==> src/dcam_regs.svh <==
// named constants for the dual-channel ddr2 address map block
`ifndef DCAM_REGS_SVH
`define DCAM_REGS_SVH

// host address bit that picks the channel
`define DCAM_CHAN_BIT      6
// host address width and field widths
`define DCAM_ADDR_W        33
`define DCAM_ROW_W         14
`define DCAM_BANK_W        3
`define DCAM_COL_W         10
// highest host bit used inside one rank pair, per technology
`define DCAM_TOP_256X8     5'h1c
`define DCAM_TOP_256X16    5'h1b
`define DCAM_TOP_512X8     5'h1d
`define DCAM_TOP_512X16    5'h1c
`define DCAM_TOP_1GX8      5'h1e
`define DCAM_TOP_1GX16     5'h1d
// clock pairs per dimm and dimms per channel
`define DCAM_CK_PER_DIMM   3
`define DCAM_DIMMS         2
`define DCAM_RANKS         4
// timing
`define DCAM_CLK_NS        20
`define DCAM_SREF_EXIT_NS  200
`define DCAM_SREF_EXIT_CYC \
   ((`DCAM_SREF_EXIT_NS + `DCAM_CLK_NS - 1) / `DCAM_CLK_NS)
`define DCAM_ODT_HOLD_CYC  4
`define DCAM_OUTST_W       4

`endif

==> src/dcam_pkg.sv <==
// types shared by the address map block
package dcam_pkg;

   typedef enum logic [2:0] {
      DCAM_TECH_256X8,
      DCAM_TECH_256X16,
      DCAM_TECH_512X8,
      DCAM_TECH_512X16,
      DCAM_TECH_1GX8,
      DCAM_TECH_1GX16
   } dcam_tech_t;

   typedef enum logic [2:0] {
      DCAM_ST_RUN,
      DCAM_ST_DRAIN,
      DCAM_ST_SREF,
      DCAM_ST_SUSP,
      DCAM_ST_EXIT
   } dcam_state_t;

endpackage

==> src/dcam_top.sv <==
// dual-channel interleaved ddr2 address decode, suspend and pin control
`include "dcam_regs.svh"

module dcam_top
   import dcam_pkg::*;
#(
   parameter int ADDR_W   = `DCAM_ADDR_W,
   parameter int OUTST_W  = `DCAM_OUTST_W,
   parameter int EXIT_CYC = `DCAM_SREF_EXIT_CYC
) (
   input  wire logic                    i_clk,
   input  wire logic                    i_rst_n,
   input  dcam_tech_t                   i_tech,
   input  wire logic [3:0]              i_rank_present,
   input  wire logic                    i_req_valid,
   input  wire logic [ADDR_W-1:0]       i_req_addr,
   input  wire logic                    i_req_write,
   output logic                         o_req_ready,
   output logic                         o_req_err,
   output logic                         o_cmd_valid,
   input  wire logic                    i_cmd_ready,
   output logic                         o_cmd_chan,
   output logic [1:0]                   o_cmd_rank,
   output logic [`DCAM_BANK_W-1:0]      o_cmd_bank,
   output logic [`DCAM_ROW_W-1:0]       o_cmd_row,
   output logic [`DCAM_COL_W-1:0]       o_cmd_col,
   output logic                         o_cmd_write,
   input  wire logic                    i_cycle_done,
   input  wire logic                    i_suspend_req,
   output logic                         o_sref_enter,
   output logic                         o_suspended,
   output logic [11:0]                  o_ck_p,
   output logic [11:0]                  o_ck_n,
   output logic [7:0]                   o_cke,
   output logic [7:0]                   o_odt
);
   dcam_state_t                 st_r,      st_nxt;
   logic                        vld_r,     vld_nxt;
   logic                        chan_r,    chan_nxt;
   logic [1:0]                  rank_r,    rank_nxt;
   logic [`DCAM_BANK_W-1:0]     bank_r,    bank_nxt;
   logic [`DCAM_ROW_W-1:0]      row_r,     row_nxt;
   logic [`DCAM_COL_W-1:0]      col_r,     col_nxt;
   logic                        wr_r,      wr_nxt;
   logic                        err_r,     err_nxt;
   logic                        sref_r,    sref_nxt;
   logic                        cke_on_r,  cke_on_nxt;
   logic [OUTST_W-1:0]          outst_r,   outst_nxt;
   logic [7:0]                  wait_r,    wait_nxt;

   logic [`DCAM_BANK_W-1:0]     d_bank;
   logic [`DCAM_ROW_W-1:0]      d_row;
   logic [`DCAM_COL_W-1:0]      d_col;
   logic [4:0]                  d_top;
   logic [ADDR_W-1:0]           d_hi;
   logic                        d_oor;
   logic                        fire;
   logic                        take;
   logic                        room;

   // address decode
   always_comb begin
      d_bank = '0;
      d_row  = '0;
      d_col  = '0;
      d_top  = `DCAM_TOP_256X8;
      d_col[2:0] = i_req_addr[5:3];
      d_col[8:3] = i_req_addr[12:7];
      d_row[10:0] = i_req_addr[27:17];
      case (i_tech)
         DCAM_TECH_256X8: begin
            d_col[9]  = i_req_addr[13];
            d_bank    = {1'b0, i_req_addr[15:14]};
            d_row[11] = i_req_addr[16];
            d_row[12] = i_req_addr[28];
            d_top     = `DCAM_TOP_256X8;
         end
         DCAM_TECH_256X16: begin
            // bit 13 is bank 1 here
            d_bank    = {1'b0, i_req_addr[13], i_req_addr[14]};
            d_row[11] = i_req_addr[16];
            d_row[12] = i_req_addr[15];
            d_top     = `DCAM_TOP_256X16;
         end
         DCAM_TECH_512X8: begin
            d_col[9]  = i_req_addr[13];
            d_bank    = {1'b0, i_req_addr[15:14]};
            d_row[11] = i_req_addr[16];
            d_row[12] = i_req_addr[28];
            d_row[13] = i_req_addr[29];
            d_top     = `DCAM_TOP_512X8;
         end
         DCAM_TECH_512X16: begin
            d_col[9]  = i_req_addr[13];
            d_bank    = {1'b0, i_req_addr[15:14]};
            d_row[11] = i_req_addr[16];
            d_row[12] = i_req_addr[28];
            d_top     = `DCAM_TOP_512X16;
         end
         DCAM_TECH_1GX8: begin
            d_col[9]  = i_req_addr[13];
            d_bank    = {i_req_addr[14], i_req_addr[15], i_req_addr[16]};
            // 1Gb row 11 and row 13
            d_row[11] = i_req_addr[29];
            d_row[12] = i_req_addr[28];
            d_row[13] = i_req_addr[30];
            d_top     = `DCAM_TOP_1GX8;
         end
         DCAM_TECH_1GX16: begin
            d_col[9]  = i_req_addr[13];
            d_bank    = {i_req_addr[14], i_req_addr[15], i_req_addr[16]};
            d_row[11] = i_req_addr[29];
            d_row[12] = i_req_addr[28];
            d_top     = `DCAM_TOP_1GX16;
         end
         default: begin
            d_top = `DCAM_TOP_256X8;
         end
      endcase
      // rank pairs stack above the interleaved span
      d_hi  = i_req_addr >> (d_top + 5'h1);
      d_oor = (|d_hi[ADDR_W-1:2]) || !i_rank_present[d_hi[1:0]];
   end

   assign fire = vld_r && i_cmd_ready;
   assign room = !vld_r || i_cmd_ready;
   assign o_req_ready = (st_r == DCAM_ST_RUN) && room;
   assign take = i_req_valid && o_req_ready;

   always_comb begin
      st_nxt     = st_r;
      vld_nxt    = vld_r && !i_cmd_ready;
      chan_nxt   = chan_r;
      rank_nxt   = rank_r;
      bank_nxt   = bank_r;
      row_nxt    = row_r;
      col_nxt    = col_r;
      wr_nxt     = wr_r;
      err_nxt    = 1'b0;
      sref_nxt   = 1'b0;
      cke_on_nxt = cke_on_r;
      wait_nxt   = wait_r;
      outst_nxt  = outst_r;
      if (fire && !i_cycle_done) begin
         outst_nxt = outst_r + OUTST_W'(1);
      end else if (!fire && i_cycle_done && outst_r != '0) begin
         outst_nxt = outst_r - OUTST_W'(1);
      end
      // out-of-range requests are answered with an error, never issued
      if (take) begin
         if (d_oor) begin
            err_nxt = 1'b1;
         end else begin
            vld_nxt  = 1'b1;
            chan_nxt = i_req_addr[`DCAM_CHAN_BIT];
            rank_nxt = d_hi[1:0];
            bank_nxt = d_bank;
            row_nxt  = d_row;
            col_nxt  = d_col;
            wr_nxt   = i_req_write;
         end
      end
      case (st_r)
         DCAM_ST_RUN: begin
            if (i_suspend_req) begin
               st_nxt = DCAM_ST_DRAIN;
            end
         end
         DCAM_ST_DRAIN: begin
            if (!vld_r && outst_r == '0) begin
               st_nxt   = DCAM_ST_SREF;
               sref_nxt = 1'b1;
               // cke low by the time suspend shows
               // the pin stage adds a flop, so cke must drop here
               cke_on_nxt = 1'b0;
            end
         end
         DCAM_ST_SREF: begin
            cke_on_nxt = 1'b0;
            st_nxt     = DCAM_ST_SUSP;
         end
         DCAM_ST_SUSP: begin
            if (!i_suspend_req) begin
               cke_on_nxt = 1'b1;
               wait_nxt   = 8'(EXIT_CYC);
               st_nxt     = DCAM_ST_EXIT;
            end
         end
         DCAM_ST_EXIT: begin
            // hold off requests until exit time passes
            if (wait_r <= 8'h1) begin
               wait_nxt = 8'h0;
               st_nxt   = DCAM_ST_RUN;
            end else begin
               wait_nxt = wait_r - 8'h1;
            end
         end
         default: begin
            st_nxt = DCAM_ST_RUN;
         end
      endcase
   end

   always_ff @(posedge i_clk) begin
      if (!i_rst_n) begin
         st_r     <= DCAM_ST_RUN;
         vld_r    <= 1'b0;
         chan_r   <= 1'b0;
         rank_r   <= 2'h0;
         bank_r   <= '0;
         row_r    <= '0;
         col_r    <= '0;
         wr_r     <= 1'b0;
         err_r    <= 1'b0;
         sref_r   <= 1'b0;
         cke_on_r <= 1'b1;
         outst_r  <= '0;
         wait_r   <= 8'h0;
      end else begin
         st_r     <= st_nxt;
         vld_r    <= vld_nxt;
         chan_r   <= chan_nxt;
         rank_r   <= rank_nxt;
         bank_r   <= bank_nxt;
         row_r    <= row_nxt;
         col_r    <= col_nxt;
         wr_r     <= wr_nxt;
         err_r    <= err_nxt;
         sref_r   <= sref_nxt;
         cke_on_r <= cke_on_nxt;
         outst_r  <= outst_nxt;
         wait_r   <= wait_nxt;
      end
   end

   assign o_cmd_valid  = vld_r;
   assign o_cmd_chan   = chan_r;
   assign o_cmd_rank   = rank_r;
   assign o_cmd_bank   = bank_r;
   assign o_cmd_row    = row_r;
   assign o_cmd_col    = col_r;
   assign o_cmd_write  = wr_r;
   assign o_req_err    = err_r;
   assign o_sref_enter = sref_r;
   assign o_suspended  = (st_r == DCAM_ST_SUSP);

   // both channels see the same population in interleaved mode
   for (genvar c = 0; c < 2; c++) begin : g_chan
      dcam_chan_pins u_pins (
         .i_clk          (i_clk),
         .i_rst_n        (i_rst_n),
         .i_dimm_present ({|i_rank_present[3:2], |i_rank_present[1:0]}),
         .i_rank_present (i_rank_present),
         .i_cke_on       (cke_on_r),
         .i_cmd_fire     (fire && (chan_r == 1'(c))),
         .i_cmd_rank     (rank_r),
         .i_cmd_write    (wr_r),
         .o_ck_p         (o_ck_p[c*6 +: 6]),
         .o_ck_n         (o_ck_n[c*6 +: 6]),
         .o_cke          (o_cke[c*4 +: 4]),
         .o_odt          (o_odt[c*4 +: 4])
      );
   end
endmodule

==> src/dcam_chan_pins.sv <==
// per-channel dimm clock, cke and odt pin drive
`include "dcam_regs.svh"
module dcam_chan_pins #(
   parameter int CK_PER_DIMM = `DCAM_CK_PER_DIMM,
   parameter int DIMMS       = `DCAM_DIMMS,
   parameter int ODT_HOLD    = `DCAM_ODT_HOLD_CYC
) (
   input  wire logic                           i_clk,
   input  wire logic                           i_rst_n,
   input  wire logic [DIMMS-1:0]               i_dimm_present,
   input  wire logic [2*DIMMS-1:0]             i_rank_present,
   input  wire logic                           i_cke_on,
   input  wire logic                           i_cmd_fire,
   input  wire logic [1:0]                     i_cmd_rank,
   input  wire logic                           i_cmd_write,
   output logic      [CK_PER_DIMM*DIMMS-1:0]   o_ck_p,
   output logic      [CK_PER_DIMM*DIMMS-1:0]   o_ck_n,
   output logic      [2*DIMMS-1:0]             o_cke,
   output logic      [2*DIMMS-1:0]             o_odt
);
   logic                 ck_r,     ck_nxt;
   logic [2*DIMMS-1:0]   cke_r,    cke_nxt;
   logic [2*DIMMS-1:0]   odt_r,    odt_nxt;
   logic [3:0]           hold_r,   hold_nxt;
   logic [2*DIMMS-1:0]   odt_pick;
   logic                 tgt_dimm;

   always_comb begin
      ck_nxt   = ~ck_r;
      cke_nxt  = i_cke_on ? i_rank_present : '0;
      tgt_dimm = i_cmd_rank[1];
      odt_pick = '0;
      // odt from config and target
      // the idle dimm terminates; a lone dimm terminates itself on writes
      // the concatenation keeps the inversion one bit wide
      if (i_dimm_present[~tgt_dimm]) begin
         odt_pick[{~tgt_dimm, 1'b0}] = i_rank_present[{~tgt_dimm, 1'b0}];
      end else if (i_cmd_write) begin
         odt_pick[i_cmd_rank] = i_rank_present[i_cmd_rank];
      end
      odt_nxt  = odt_r;
      hold_nxt = hold_r;
      if (i_cmd_fire) begin
         odt_nxt  = odt_pick;
         hold_nxt = 4'(ODT_HOLD);
      end else if (hold_r != 4'h0) begin
         hold_nxt = hold_r - 4'h1;
      end else begin
         odt_nxt  = '0;
      end
      if (!i_cke_on) begin
         odt_nxt = '0;
      end
   end

   always_ff @(posedge i_clk) begin
      if (!i_rst_n) begin
         ck_r   <= 1'b0;
         cke_r  <= '0;
         odt_r  <= '0;
         hold_r <= 4'h0;
      end else begin
         ck_r   <= ck_nxt;
         cke_r  <= cke_nxt;
         odt_r  <= odt_nxt;
         hold_r <= hold_nxt;
      end
   end

   for (genvar d = 0; d < DIMMS; d++) begin : g_dimm
      assign o_ck_p[d*CK_PER_DIMM +: CK_PER_DIMM] =
         {CK_PER_DIMM{ck_r & i_dimm_present[d]}};
      assign o_ck_n[d*CK_PER_DIMM +: CK_PER_DIMM] =
         {CK_PER_DIMM{~ck_r & i_dimm_present[d]}};
   end
   assign o_cke = cke_r;
   assign o_odt = odt_r;
endmodule

==> config.mk <==
export PLATFORM = sky130hd
export DESIGN_NAME = dcam_top
export DESIGN_NICKNAME = d
export VERILOG_FILES = /design/src/dcam_pkg.sv /design/src/dcam_top.sv /design/src/dcam_chan_pins.sv
export VERILOG_INCLUDE_DIRS = /design/src
export SDC_FILE = /design/constraint.sdc
export NUM_CORES = 1
export LEC_CHECK = 0
export BUFFER_PORTS_ARGS = -buffer_cell sky130_fd_sc_hd__buf_2
export CAP_MARGIN = 20
export CORE_MARGIN = 2
export CORE_UTILIZATION = 54
export CTS_BUF_LIST = sky130_fd_sc_hd__clkbuf_4 sky130_fd_sc_hd__clkbuf_8
export CTS_CLUSTER_DIAMETER = 100
export CTS_CLUSTER_SIZE = 40
export DETAILED_ROUTE_END_ITERATION = 10
export MAX_ROUTING_LAYER = met4
export PLACE_DENSITY = 0.83
export SLEW_MARGIN = 20
export SYNTH_ARGS = -nofsm -noshare
export SYNTH_HDL_FRONTEND = slang
export SYNTH_SLANG_ARGS = --single-unit
==> constraint.sdc <==
create_clock -name i_clk -period 6.35 [get_ports i_clk]
set_clock_uncertainty 0.2 [all_clocks]
set_input_delay 1.905 -clock i_clk [delete_from_list [all_inputs] [get_ports i_clk]]
set_output_delay 1.905 -clock i_clk [all_outputs]
set_load 0.02 [all_outputs]
---- Word level (Yosys, flattened, before mapping) ----
Index checks and enable logic that the tools add are counted.
word-level totals
  flip-flop bits (word level) ............. 72
  input bits .............................. 47
  output and inout bits ................... 76
  word-level logic and storage cells ...... 157
cells by class
  add/subtract/negate cells ............... 6
  magnitude comparators ................... 7
  equality and inequality tests ........... 15
  shift operators ......................... 1
  multiplexer cells ....................... 44
  bitwise operators ....................... 16
  reduce and logical (&&, ||, !) cells .... 46
operators by type and width
  cell                                                            number
  right shift 33 x 5 -> 33 bit                                    1
  2-to-1 mux 4 bit                                                8
  OR reduction 31 bit                                             1
  2-to-1 mux 3 bit                                                8
  case mux 3 bit (3 select lines)                                 2
  2-to-1 mux 8 bit                                                2
  case mux 8 bit (2 select lines)                                 1
  2-to-1 mux 1 bit                                                15
  case mux 3 bit (5 select lines)                                 1
  equality test 3 x 2 -> 1 bit, second input constant             4
  logical AND 1 bit                                               12
  nonzero test 4 bit                                              3
  OR reduction 2 bit                                              6
  subtractor 4 x 1 -> 4 bit, second input constant                3
  AND reduction 2 bit                                             5
  equality test 3 bit, second input constant                      3
  < comparator 2 x 3 -> 1 bit, second input constant              3
  bitwise AND 1 bit                                               8
  less-or-equal comparator 8 x 1 -> 1 bit, second input constant  1
  inequality test 2 bit, second input constant                    4
  nonzero test 2 bit                                              4
  subtractor 8 x 1 -> 8 bit, second input constant                1
  equality test 3 x 1 -> 1 bit, second input constant             2
  zero test 3 bit                                                 2
  other kinds (22)                                                35

---- Depth between registers and ports, before layout ----
Gate-level depths: netlist of the first run.
  depth in word-level cells ............... 11
  mapped depth ............................ 17
  gate-level depth less buffers ........... 12

---- Cells and area by module ----
From an unflattened synthesis of the first run, not the netlist that was laid out.
second synthesis, totals
  cells, all modules ...................... 517
  area total of the unflattened synthesis .. 4,406.7 µm²
by module, submodules not included
  module          times used  cells each  area each (µm²)  sequential area each (µm²)
  dcam_top        1           393         3,213.1          1,001.0
  dcam_chan_pins  2           62          596.8            260.2

---- Least setup slack after synthesis of the first run ----
No wires, ideal clock.
  path type ............................... in2reg
  from .................................... input port i_tech[0]
  to ...................................... register vld_r (netlist: o_cmd_valid)
  library setup time ...................... 115 ps
  arrival ................................. 5,154 ps
  data required time ...................... 6,035 ps
  setup slack ............................. 881 ps
  stages .................................. 16
  buffers on the path ..................... 5
  path through ............................ buf_2 buf_1 xnor2_1 nor2_1 ha_1 clkbuf_1 mux4_2 o21ai_0 a21oi_1 a221oi_2 mux2i_1 a211oi_4 and2_1 buf_6 buf_6 o21a_1
on the way
  word-level cells in the longest chain between the ends .. 11
  elaborated cells on any way between the ends .. 15
  those cells by class .................... add/sub (1); eq/ne (4); shift (1); mux (5); reduce/logical (4)
ends and longest elaborated chain
  item                                                                        RTL line         text
  start, declared                                                             dcam_top.sv:13   input dcam_tech_t i_tech,
  equality test 3 x 2 -> 1 bit / equality test 3 bit (equally long branches)  dcam_top.sv:70   case (i_tech)
  OR reduction 2 bit (no line)                                                -
  case mux 3 bit (3 select lines) (*)                                         dcam_top.sv:70
  adder 5 x 1 -> 5 bit (*)                                                    dcam_top.sv:121  d_hi = i_req_addr >> (d_top + 5'h1);
  right shift 33 x 5 -> 33 bit (*)                                            dcam_top.sv:121
  binary-select mux 1 bit (select 2 bit)                                      dcam_top.sv:122  d_oor = (|d_hi[ADDR_W-1:2]) || !i_rank_present[d_hi[1:0]];
  2-to-1 mux 1 bit (not written as such)                                      dcam_top.sv:122
  zero test 1 bit                                                             dcam_top.sv:122
  logical OR 1 bit (*)                                                        dcam_top.sv:122
  2-to-1 mux 1 bit (*)                                                        dcam_top.sv:151  if (d_oor) begin
  2-to-1 mux 1 bit (*)                                                        dcam_top.sv:150  if (take) begin
  end signal, assigned                                                        dcam_top.sv:221  vld_r <= vld_nxt;
  end, declared                                                               dcam_top.sv:38   logic vld_r, vld_nxt;
Mark *: on every way between the ends. The rest lies on a longest branch, timed or not. The select of a mux whose other input is x is not followed.
A chain may end at the register's enable or synchronous reset.

---- Worst setup path after layout of the first run ----
  from .................................... input port i_tech[0]
  to ...................................... register row_r[11] (netlist: o_cmd_row[11])
on the way
  word-level cells in the longest chain between the ends .. 11
  elaborated cells on any way between the ends .. 20
  those cells by class .................... add/sub (1); eq/ne (5); shift (1); mux (4); bitwise (1); reduce/logical (8)
ends and longest elaborated chain
  item                                                                        RTL line         text
  equality test 3 x 2 -> 1 bit / equality test 3 bit (equally long branches)  dcam_top.sv:70
  OR reduction 2 bit (no line)                                                -
  case mux 3 bit (3 select lines)                                             dcam_top.sv:70
  adder 5 x 1 -> 5 bit                                                        dcam_top.sv:121
  right shift 33 x 5 -> 33 bit                                                dcam_top.sv:121
  binary-select mux 1 bit (select 2 bit)                                      dcam_top.sv:122
  2-to-1 mux 1 bit (not written as such)                                      dcam_top.sv:122
  zero test 1 bit                                                             dcam_top.sv:122
  logical OR 1 bit                                                            dcam_top.sv:122
  inverter 1 bit (no line)                                                    -
  AND reduction 2 bit (no line)                                               -
  end signal, assigned                                                        dcam_top.sv:225  row_r <= row_nxt;
  end, declared                                                               dcam_top.sv:42   logic [`DCAM_ROW_W-1:0] row_r, row_nxt;
Parallel ways exist; a longest one is shown, timed or not. The select of a mux whose other input is x is not followed.

==> impl_metrics.ini, run 1 <==
[setup_path]
worstPathArrival_ns = 5.61
rr_startpoint = outst_r[0]
crit_type = primary input to flop
critPathRequiredTime_ns = 6.40
critPathCaptureType = flop
crit_start = i_tech[0]
start_kind = primary input
cp_max_fo = 22

[final_layout]
design_area_mm2 = 0.00493
drive_above_1_share_pct = 25.7
nNetsFinal = 672
diodes = 0
area_growth_pct = 15.9

[clock_tree]
root_buffer = clkbuf_8
cts.sinks = 72
cts_buffer_depth = 2
postCtsSetupRepairBufs = 0
numCtsBuffers = 9
clock_latency_ns = 0.35
post_cts_resized = 0
cts.htree.levels = 3
postCtsHoldBufs = 0
cts.clk_slew.worst_paths_ns = 0.07
cts_tree = built

[sta]
setup-tns-final_ns = 0
finalCriticalPeriod_ns = 5.56
drv_slew = 0
rsz0062_at_grt = no
hold_viol_final = 0
worst_slew_pin_slew_ns = 0.767
fmax_mhz = 180
finalSetupViolCount = 0
maxSlewHeadroom_pct = 48.8
worst_slack_ns = 0.786
fin_crit_sh_pct = 87.6

[power]
cellPowerDensity_mw_per_mm2 = 294
total_power_mw = 1.45
power.leakage_nw = 2.15
irDropWorstVdd_mv = 0.102

[status]
status = complete, no violations

[logic_synthesis]
syn_nets = 583
yosysMostFrequentCell = nand2_1
syn_avg_cell_area_um2 = 8.08
synth_seq_cells = 72
yosysUniqueCellTypes = 62
seq_area_frac_synth_pct = 33.9
synth_top_area_share_pct = 33.9
syn_area_mm2 = 0.00426
synth_ff_type = dfxtp_1
ys_warn_count = 0
ys_async_sr_fraction_pct = 0
yosys-top-cells-area = dfxtp_1, mux2i_1, nand2_1
synth_top_area_cell = dfxtp_1
synth_cells = 527
synth_edf_count = 0
synth.top_cells.by_count = nand2_1, dfxtp_1, nor2_1

[hold_path]
hold_path_class = flop to flop
min_from = g_chan[0].u_pins.ck_r

[die]
ios = 123
chipHeight_um = 92.8
row_count = 32
die_area_mm2 = 0.00861
initial_core_util_pct = 55.4
die_x_um = 92.8
coreArea_mm2 = 0.00769

[place]
place_ws_ns = 0.499
io_buffers = 119
place.gp.congestion = 0.985
hpwlAfterDp_mm = 8.26
dpl-instance-area_mm2 = 0.00475

[detailed_routing]
drtAntennaViolNets = 0
vias_per_cell = 5.66
vias = 4083
drcViolationCount = 0
first_pass_iters = 5
drt-total-wl_mm = 11.1
wl_per_cell_um = 15.5
drtIter0Drc = 288

[grt]
grt_start_max_net_pins = 71
grtUsageMet3_pct = 5.61
grt_pass1_vias = 3796
grt.busiest_layer = met2
use_met2_pct = 43.7
grt_overflow_total = 0
grt_pass1_wl_mm = 18.0
met1_usage_pct = 33.4
grt_usage_pct = 26.5
antenna_found_initial = 0

[run]
max_cap_viol_count = 0
[layer usage]
metal | up-vias | share of wire (%)
met1 | 1903 | 44
met4 | 0 | 1.0
li1 | 2022 | -
met2 | 146 | 49
met3 | 12 | 5.9
met5 | - | 0
[final cells by class]
type	count	area, um2
Inverter	18	67.6
Multi-Input combinational cell	388	2440
Timing Repair Buffer	127	681
Sequential cell	72	1440
Clock buffer	10	131
Tap cell	102	128
Clock inverter	4	47.5
Fill cell	666	2750
[cells by family after synthesis]
group / after synthesis / synth area share [%]
AO/OA/AOI/OAI: 109 / 17.6
XOR/XNOR: 8 / 1.65
adder cells (fa/ha/maj): 9 / 2.82
buffers and inverters: 67 / 8.93
flip-flops: 72 / 33.9
multiplexers: 42 / 11.1
AND/OR/NAND/NOR: 220 / 24.1
[worst max-delay path, cell delays in order]
cell and delay (ns):
buf_2 0.34, nor2b_1 0.52, nand2_1 0.18, ha_1 0.56
mux4_2 0.37, nand3_1 0.10, a21oi_1 0.08, a221oi_2 0.38
mux2i_1 0.43, a211oi_4 0.12, and2_2 0.25, buf_12 0.18
a211oi_1 0.20
[through the flow]
stage	hold WS, ns	std cells	utilization [%]
2_1_floorplan	0.214	527	-
3_3_place_gp	0.229	707	61.8
3_5_place_dp	0.241	707	61.8
4_1_cts	0.258	721	64.2
5_1_grt	0.287	721	64.2
6_report	0.256	721	64.2
[report_power, final]
group | total [mW] | internal [mW] | switching (mW)
clock network | 0.348 | 0.180 | 0.168
logic | 0.541 | 0.221 | 0.320
registers | 0.561 | 0.509 | 0.0524
total | 1.45 | 0.910 | 0.540
[state kept, by name, summed over array words and instances (netlist names), 2 cells and up]
| signal | cells |
|---|---|
| g_chan.u_pins.o_cke | 4 |
| o_cmd_rank | 2 |
| g_chan.u_pins.hold_r | 8 |
| g_chan.u_pins.ck_r | 2 |
| o_cmd_bank | 3 |
| wait_r | 8 |
| o_cmd_col | 10 |
| outst_r | 4 |
| g_chan.u_pins.o_odt | 8 |
| o_cmd_row | 14 |
| st_r | 3 |
[final timing paths]
| check | cells past startpoint | slack (ns) | end |
|---|---|---|---|
| hold reg to reg | 1 | 0.26 | g_chan[0].u_pins.ck_r |
| hold / removal | 1 | 0.26 | g_chan[0].u_pins.ck_r |
| setup / recovery | 13 | 0.79 | o_cmd_row[11] |
| setup reg to reg | 7 | 3.94 | wait_r[5] |
[cells in the final DEF, fill, tap and decap left out, drive strengths merged, types with 4 or more instances in the layout]
master | synthesis | routed
nor3 | 18 | 18
nor3b | 4 | 4
a31oi | 4 | 4
ha | 8 | 8
inv | 17 | 17
clkbuf | 21 | 10
or3 | 6 | 6
and3 | 9 | 9
mux2i | 36 | 36
dfxtp | 72 | 72
nand4 | 4 | 4
o21ai | 26 | 26
a21oi | 26 | 26
buf | 28 | 127
a22oi | 10 | 10
nand3 | 12 | 12
nor4 | 4 | 4
a211oi | 12 | 12
nand2 | 75 | 75
mux4 | 4 | 4
xnor2 | 7 | 7
or2 | 4 | 4
nor2 | 60 | 60
nor2b | 9 | 9
Power figures use the tool's default switching activity.
==> run 2: changes to the inputs <==
- CORE_UTILIZATION: 54 -> 53
- CTS_BUF_LIST: sky130_fd_sc_hd__clkbuf_4 sky130_fd_sc_hd__clkbuf_8 -> unset
- PLACE_DENSITY: 0.83 -> 0.81
==> run 2 against run 1 <==
Net effect: maximum frequency is 1.7% higher; worst hold slack hardly changed; critical path depth stayed put; global-route usage is 0.49 points higher; design area is 1.0% higher; critical endpoint is now o_cmd_row[5]; via count is 2.4% higher; count of clock-buffer cells in the layout is 2 higher; sequential power hardly changed; total power is 3.8% higher.
==> impl_metrics.ini, run 2 (synthesis gave the netlist of run 1 again) <==
[power]
power_frac_seq_pct = 37.2
switching_share_pct = 35.6
power_frac_comb_pct = 36.0
power.switching_uw = 536
power.leakage_nw = 2.18
irDropWorstVdd_mv = 0.150
cellPowerDensity_mw_per_mm2 = 302
p_int_uw = 970
clockPowerShare_pct = 26.8

[grt]
grt_pass1_vias = 3928
grt_pass1_wl_mm = 18.6
antenna_found_initial = 0
grt_usage_pct = 27.0
grt_overflow_total = 0
grt_start_max_net_pins = 71

[die]
row_count = 32
die_x_um = 93.6
ios = 123
initial_core_util_pct = 54.8
chipHeight_um = 93.6
coreArea_mm2 = 0.00777
die_area_mm2 = 0.00877

[clock_tree]
cts_tree = built
cts.sinks = 72
cts.clk_slew.worst_paths_ns = 0.07
cts_buffer_depth = 2
numCtsBuffers = 9
postCtsHoldBufs = 0
cts.htree.levels = 3
clock_latency_ns = 0.34
root_buffer = clkbuf_8
postCtsSetupRepairBufs = 0
post_cts_resized = 0

[setup_path]
crit_type = primary input to flop
critPathRequiredTime_ns = 6.42
critPathCaptureType = flop
start_kind = primary input
cp_max_fo = 22
worstPathArrival_ns = 5.54

[detailed_routing]
drtIter0Drc = 214
drcViolationCount = 0
vias_per_cell = 5.77
first_pass_iters = 5
wl_per_cell_um = 15.6
vias = 4181
drtAntennaViolNets = 0
drt-total-wl_mm = 11.3

[final_layout]
drive_above_1_share_pct = 26.0
area_growth_pct = 17.1
nNetsFinal = 675
largest_register_ffs = 14
design_area_mm2 = 0.00498
layout_commonest_cell = buf_2
post-route-util_pct = 64.2
fin_cells = 725
layout_common_cells = buf_2, nand2_1, dfxtp_1
diodes = 0

[place]
dpl-instance-area_mm2 = 0.00476
io_buffers = 119
hpwlAfterDp_mm = 8.41
place.gp.congestion = 0.966
placedCellCount = 710

[sta]
fin_crit_sh_pct = 86.2
worst_slew_pin_slew_ns = 0.669
rsz0062_at_grt = no
finalCriticalPeriod_ns = 5.47
hold_viol_final = 0
maxSlewHeadroom_pct = 55.3
finalSetupViolCount = 0
drv_slew = 0
setup-tns-final_ns = 0
hold_slack_ns = 0.256
fmax_mhz = 183

[hold_path]
hold_path_class = flop to flop

[status]
status = complete, no violations

[run]
max_cap_viol_count = 0
==> run 2: changes by cell type in the layout (fill, tap and decap cells not counted), sizes merged <==
cell	previous run	this run
clkinv	3	2
clkbuf	10	12
bufinv	1	2
clkinvlp	1	0
buf	127	130
==> run 2: worst paths after layout <==
kind                                     from            end  slack (ns)  cells past startpoint
worst max-delay path                i_tech[1]   o_cmd_row[5]        0.88                     13
worst min-delay path            o_cmd_bank[2]  o_cmd_bank[2]        0.26                      2
worst max register to register     outst_r[0]      wait_r[2]        3.91                      7
worst min register to register  o_cmd_bank[2]  o_cmd_bank[2]        0.26                      2
==> run 2: layout make-up <==
class / instances / area [um2]
sequential: 72 / 1440
multi-input combinational: 388 / 2440
clock inverter: 3 / 65.1
inverter: 18 / 67.6
clock buffer: 12 / 155
tap: 102 / 128
timing repair buffer: 130 / 691
fill: 704 / 2780
==> run 2: metal layers <==
| layer | part of all wire, % | vias up | track usage, % |
|---|---|---|---|
| met2 | 49 | 171 | 43.9 |
| met1 | 42 | 1964 | 34.4 |
| met5 | 0 | - | - |
| met3 | 7.4 | 18 | 5.48 |
| met4 | 1.5 | 0 | 7.25 |
| li1 | - | 2028 | - |
==> run 2: power groups by stage <==
stage               registers, mW  clock network (mW)  logic, mW
detailed placement          0.569                   0      0.533
floorplan                   0.572                   0      0.407
global route                0.568               0.434      0.603
CTS                         0.560               0.411      0.540
global placement            0.565                   0      0.515
finish                      0.560               0.404      0.542
==> run 2: worst max-delay path: stages <==
cell	delay (ns)
buf_2	0.21
or3b_1	0.55
nand2_2	0.15
ha_1	0.44
mux4_2	0.56
o21ai_0	0.09
a21oi_1	0.10
a221oi_2	0.33
mux2i_1	0.22
a211oi_4	0.27
and2_2	0.27
buf_12	0.22
mux2i_1	0.21
==> run 2: per-stage QoR <==
step / power (mW) / setup slack [ns]
6_report: 1.51 / 0.878
5_1_grt: 1.60 / 0.634
3_5_place_dp: 1.10 / 0.550
4_1_cts: 1.51 / 0.906
3_3_place_gp: 1.08 / 0.627
2_1_floorplan: 0.979 / 0.881
==> run 3: changes to the inputs <==
- REMOVE_ABC_BUFFERS: unset -> 1
==> run 3 against run 2 <==
Net effect: via count shrank 1.6%; sequential share of layout area grew 0.29 points; largest cell class unchanged; worst setup slack better by 0.11 ns; global-route usage is 0.87 points lower; clock power fell by 13%; maximum frequency grew 2.1%; register-to-register slack better by 0.07 ns; critical path depth increased by 1; core utilization fell by 0.64 points; sequential cell count unchanged.
==> impl_metrics.ini, run 3 (synthesis gave the netlist of run 1 again) <==
[detailed_routing]
wl_per_cell_um = 14.9
drtIter0Drc = 187
vias_per_cell = 5.68
first_pass_iters = 5
drcViolationCount = 0
drt-total-wl_mm = 10.8
vias = 4113
drtAntennaViolNets = 0

[sta]
setup-tns-final_ns = 0
drv_slew = 0
fin_crit_sh_pct = 84.4
worst_slack_ns = 0.992
finalCriticalPeriod_ns = 5.36
maxSlewHeadroom_pct = 44.7
hold_slack_ns = 0.254
fmax_mhz = 187
worst_slew_pin_slew_ns = 0.827
finalSetupViolCount = 0
rsz0062_at_grt = no
hold_viol_final = 0

[status]
status = complete, no violations

[place]
place.gp.congestion = 0.944
hpwlAfterDp_mm = 8.02
dpl-instance-area_mm2 = 0.00475
place_ws_ns = 0.679
placedCellCount = 708
io_buffers = 119

[power]
total_power_mw = 1.45
power_frac_comb_pct = 37.1
switching_share_pct = 39.2
power.leakage_nw = 2.14
irDropWorstVdd_mv = 0.127
cellPowerDensity_mw_per_mm2 = 293
clockPowerShare_pct = 24.3
p_int_uw = 879
power_frac_seq_pct = 38.6
power.switching_uw = 566

[final_layout]
layout_commonest_cell = buf_2
drive_above_1_share_pct = 26.0
seq_area_mm2 = 0.00144
design_area_mm2 = 0.00493
multi_input_area_mm2 = 0.00244
layout_common_cells = buf_2, nand2_1, dfxtp_1
largest_register_ffs = 14
area_growth_pct = 15.9
nNetsFinal = 673
fin_cells = 724
fillers = 730
diodes = 0
post-route-util_pct = 63.5

[setup_path]
crit_family = compound AO/OA/AOI/OAI gates
slowest_stage = or3b_1
cp_cell_sequence = buf_2 -> or3b_1 -> nand2_2 -> ha_1 -> buf_4 -> inv_1 -> o21ai_0 -> a211oi_1 -> nor3b_1 -> o32a_1 -> a211oi_4 -> and2_2 -> buf_12 -> mux2i_1
worstPathArrival_ns = 5.44
rr_worst_depth = 7
start_kind = primary input
rr_startpoint = outst_r[0]
crit_start = i_tech[2]
r2r-end = wait_r[5]
critPathRequiredTime_ns = 6.43
slowest_delay_ns = 0.54
crit_type = primary input to flop
cp.buffers_inverters = 4
cp_max_fo = 32
critPathCaptureType = flop
r2r_slack_ns = 3.98

[clock_tree]
numCtsBuffers = 9
clock_latency_ns = 0.35
post_cts_resized = 0
cts.sinks = 72
root_buffer = clkbuf_8
cts.htree.levels = 3
postCtsSetupRepairBufs = 0
cts_tree = built
cts.clk_slew.worst_paths_ns = 0.09
cts_buffer_depth = 2
postCtsHoldBufs = 0

[hold_path]
hold-path-endpoint = o_cmd_bank[1]
min_from = o_cmd_bank[1]
hold_path_depth = 2
hold_path_class = flop to flop

[run]
max_cap_viol_count = 0

[die]
initial_core_util_pct = 54.8
row_count = 32
chipHeight_um = 93.6
die_x_um = 93.6
coreArea_mm2 = 0.00777
ios = 123
die_area_mm2 = 0.00877

[grt]
grt_start_max_net_pins = 71
grt_overflow_total = 0
grt_usage_pct = 26.1
grt_pass1_vias = 3882
antenna_found_initial = 0
grt_pass1_wl_mm = 18.0
run 3: routing by layer:
metal  vias to the layer above  track usage [%]  routed length [um]
met4                         0             7.73                 150
li1                       2033                -                   -
met2                       130             42.8                5330
met5                         -                -                   0
met3                        16             4.83                 606
met1                      1934             33.1                4710
run 3: layout make-up:
class	instances	share of cell area (%)
well taps	102	2.59
repair buffers	128	13.7
multi-input cells	388	49.4
clock inverters	7	1.24
clock buffers	9	2.51
flip-flops and latches	72	29.2
inverters	18	1.37
run 3: worst register-to-register path: cells and delay by family (launching register included):
family | cells | cell delay, ns
and+or+nand+nor | 3 | 1.04
AOI/OAI and AO/OA | 4 | 0.65
DFF | 1 | 0.37
run 3: worst max path at each step:
| stage | to | slack, ns | cells after the start |
|---|---|---|---|
| 6_report | o_cmd_col[8] | 0.99 | 14 |
| 2_1_floorplan | o_cmd_bank[2] | 0.26 | 11 |
| 5_1_grt | o_cmd_row[9] | 0.80 | 14 |
| 4_1_cts | o_cmd_col[8] | 1.04 | 14 |
| 3_3_place_gp | o_cmd_col[9] | 0.77 | 14 |
| 3_5_place_dp | o_cmd_col[8] | 0.68 | 14 |
run 3: power groups by stage:
stage	clock network [mW]	logic, mW	registers, mW
after floorplan	0	0.363	0.580
after global placement	0	0.508	0.565
after detailed placement	0	0.531	0.569
after CTS	0.356	0.536	0.558
after global routing	0.376	0.597	0.569
final	0.351	0.536	0.558
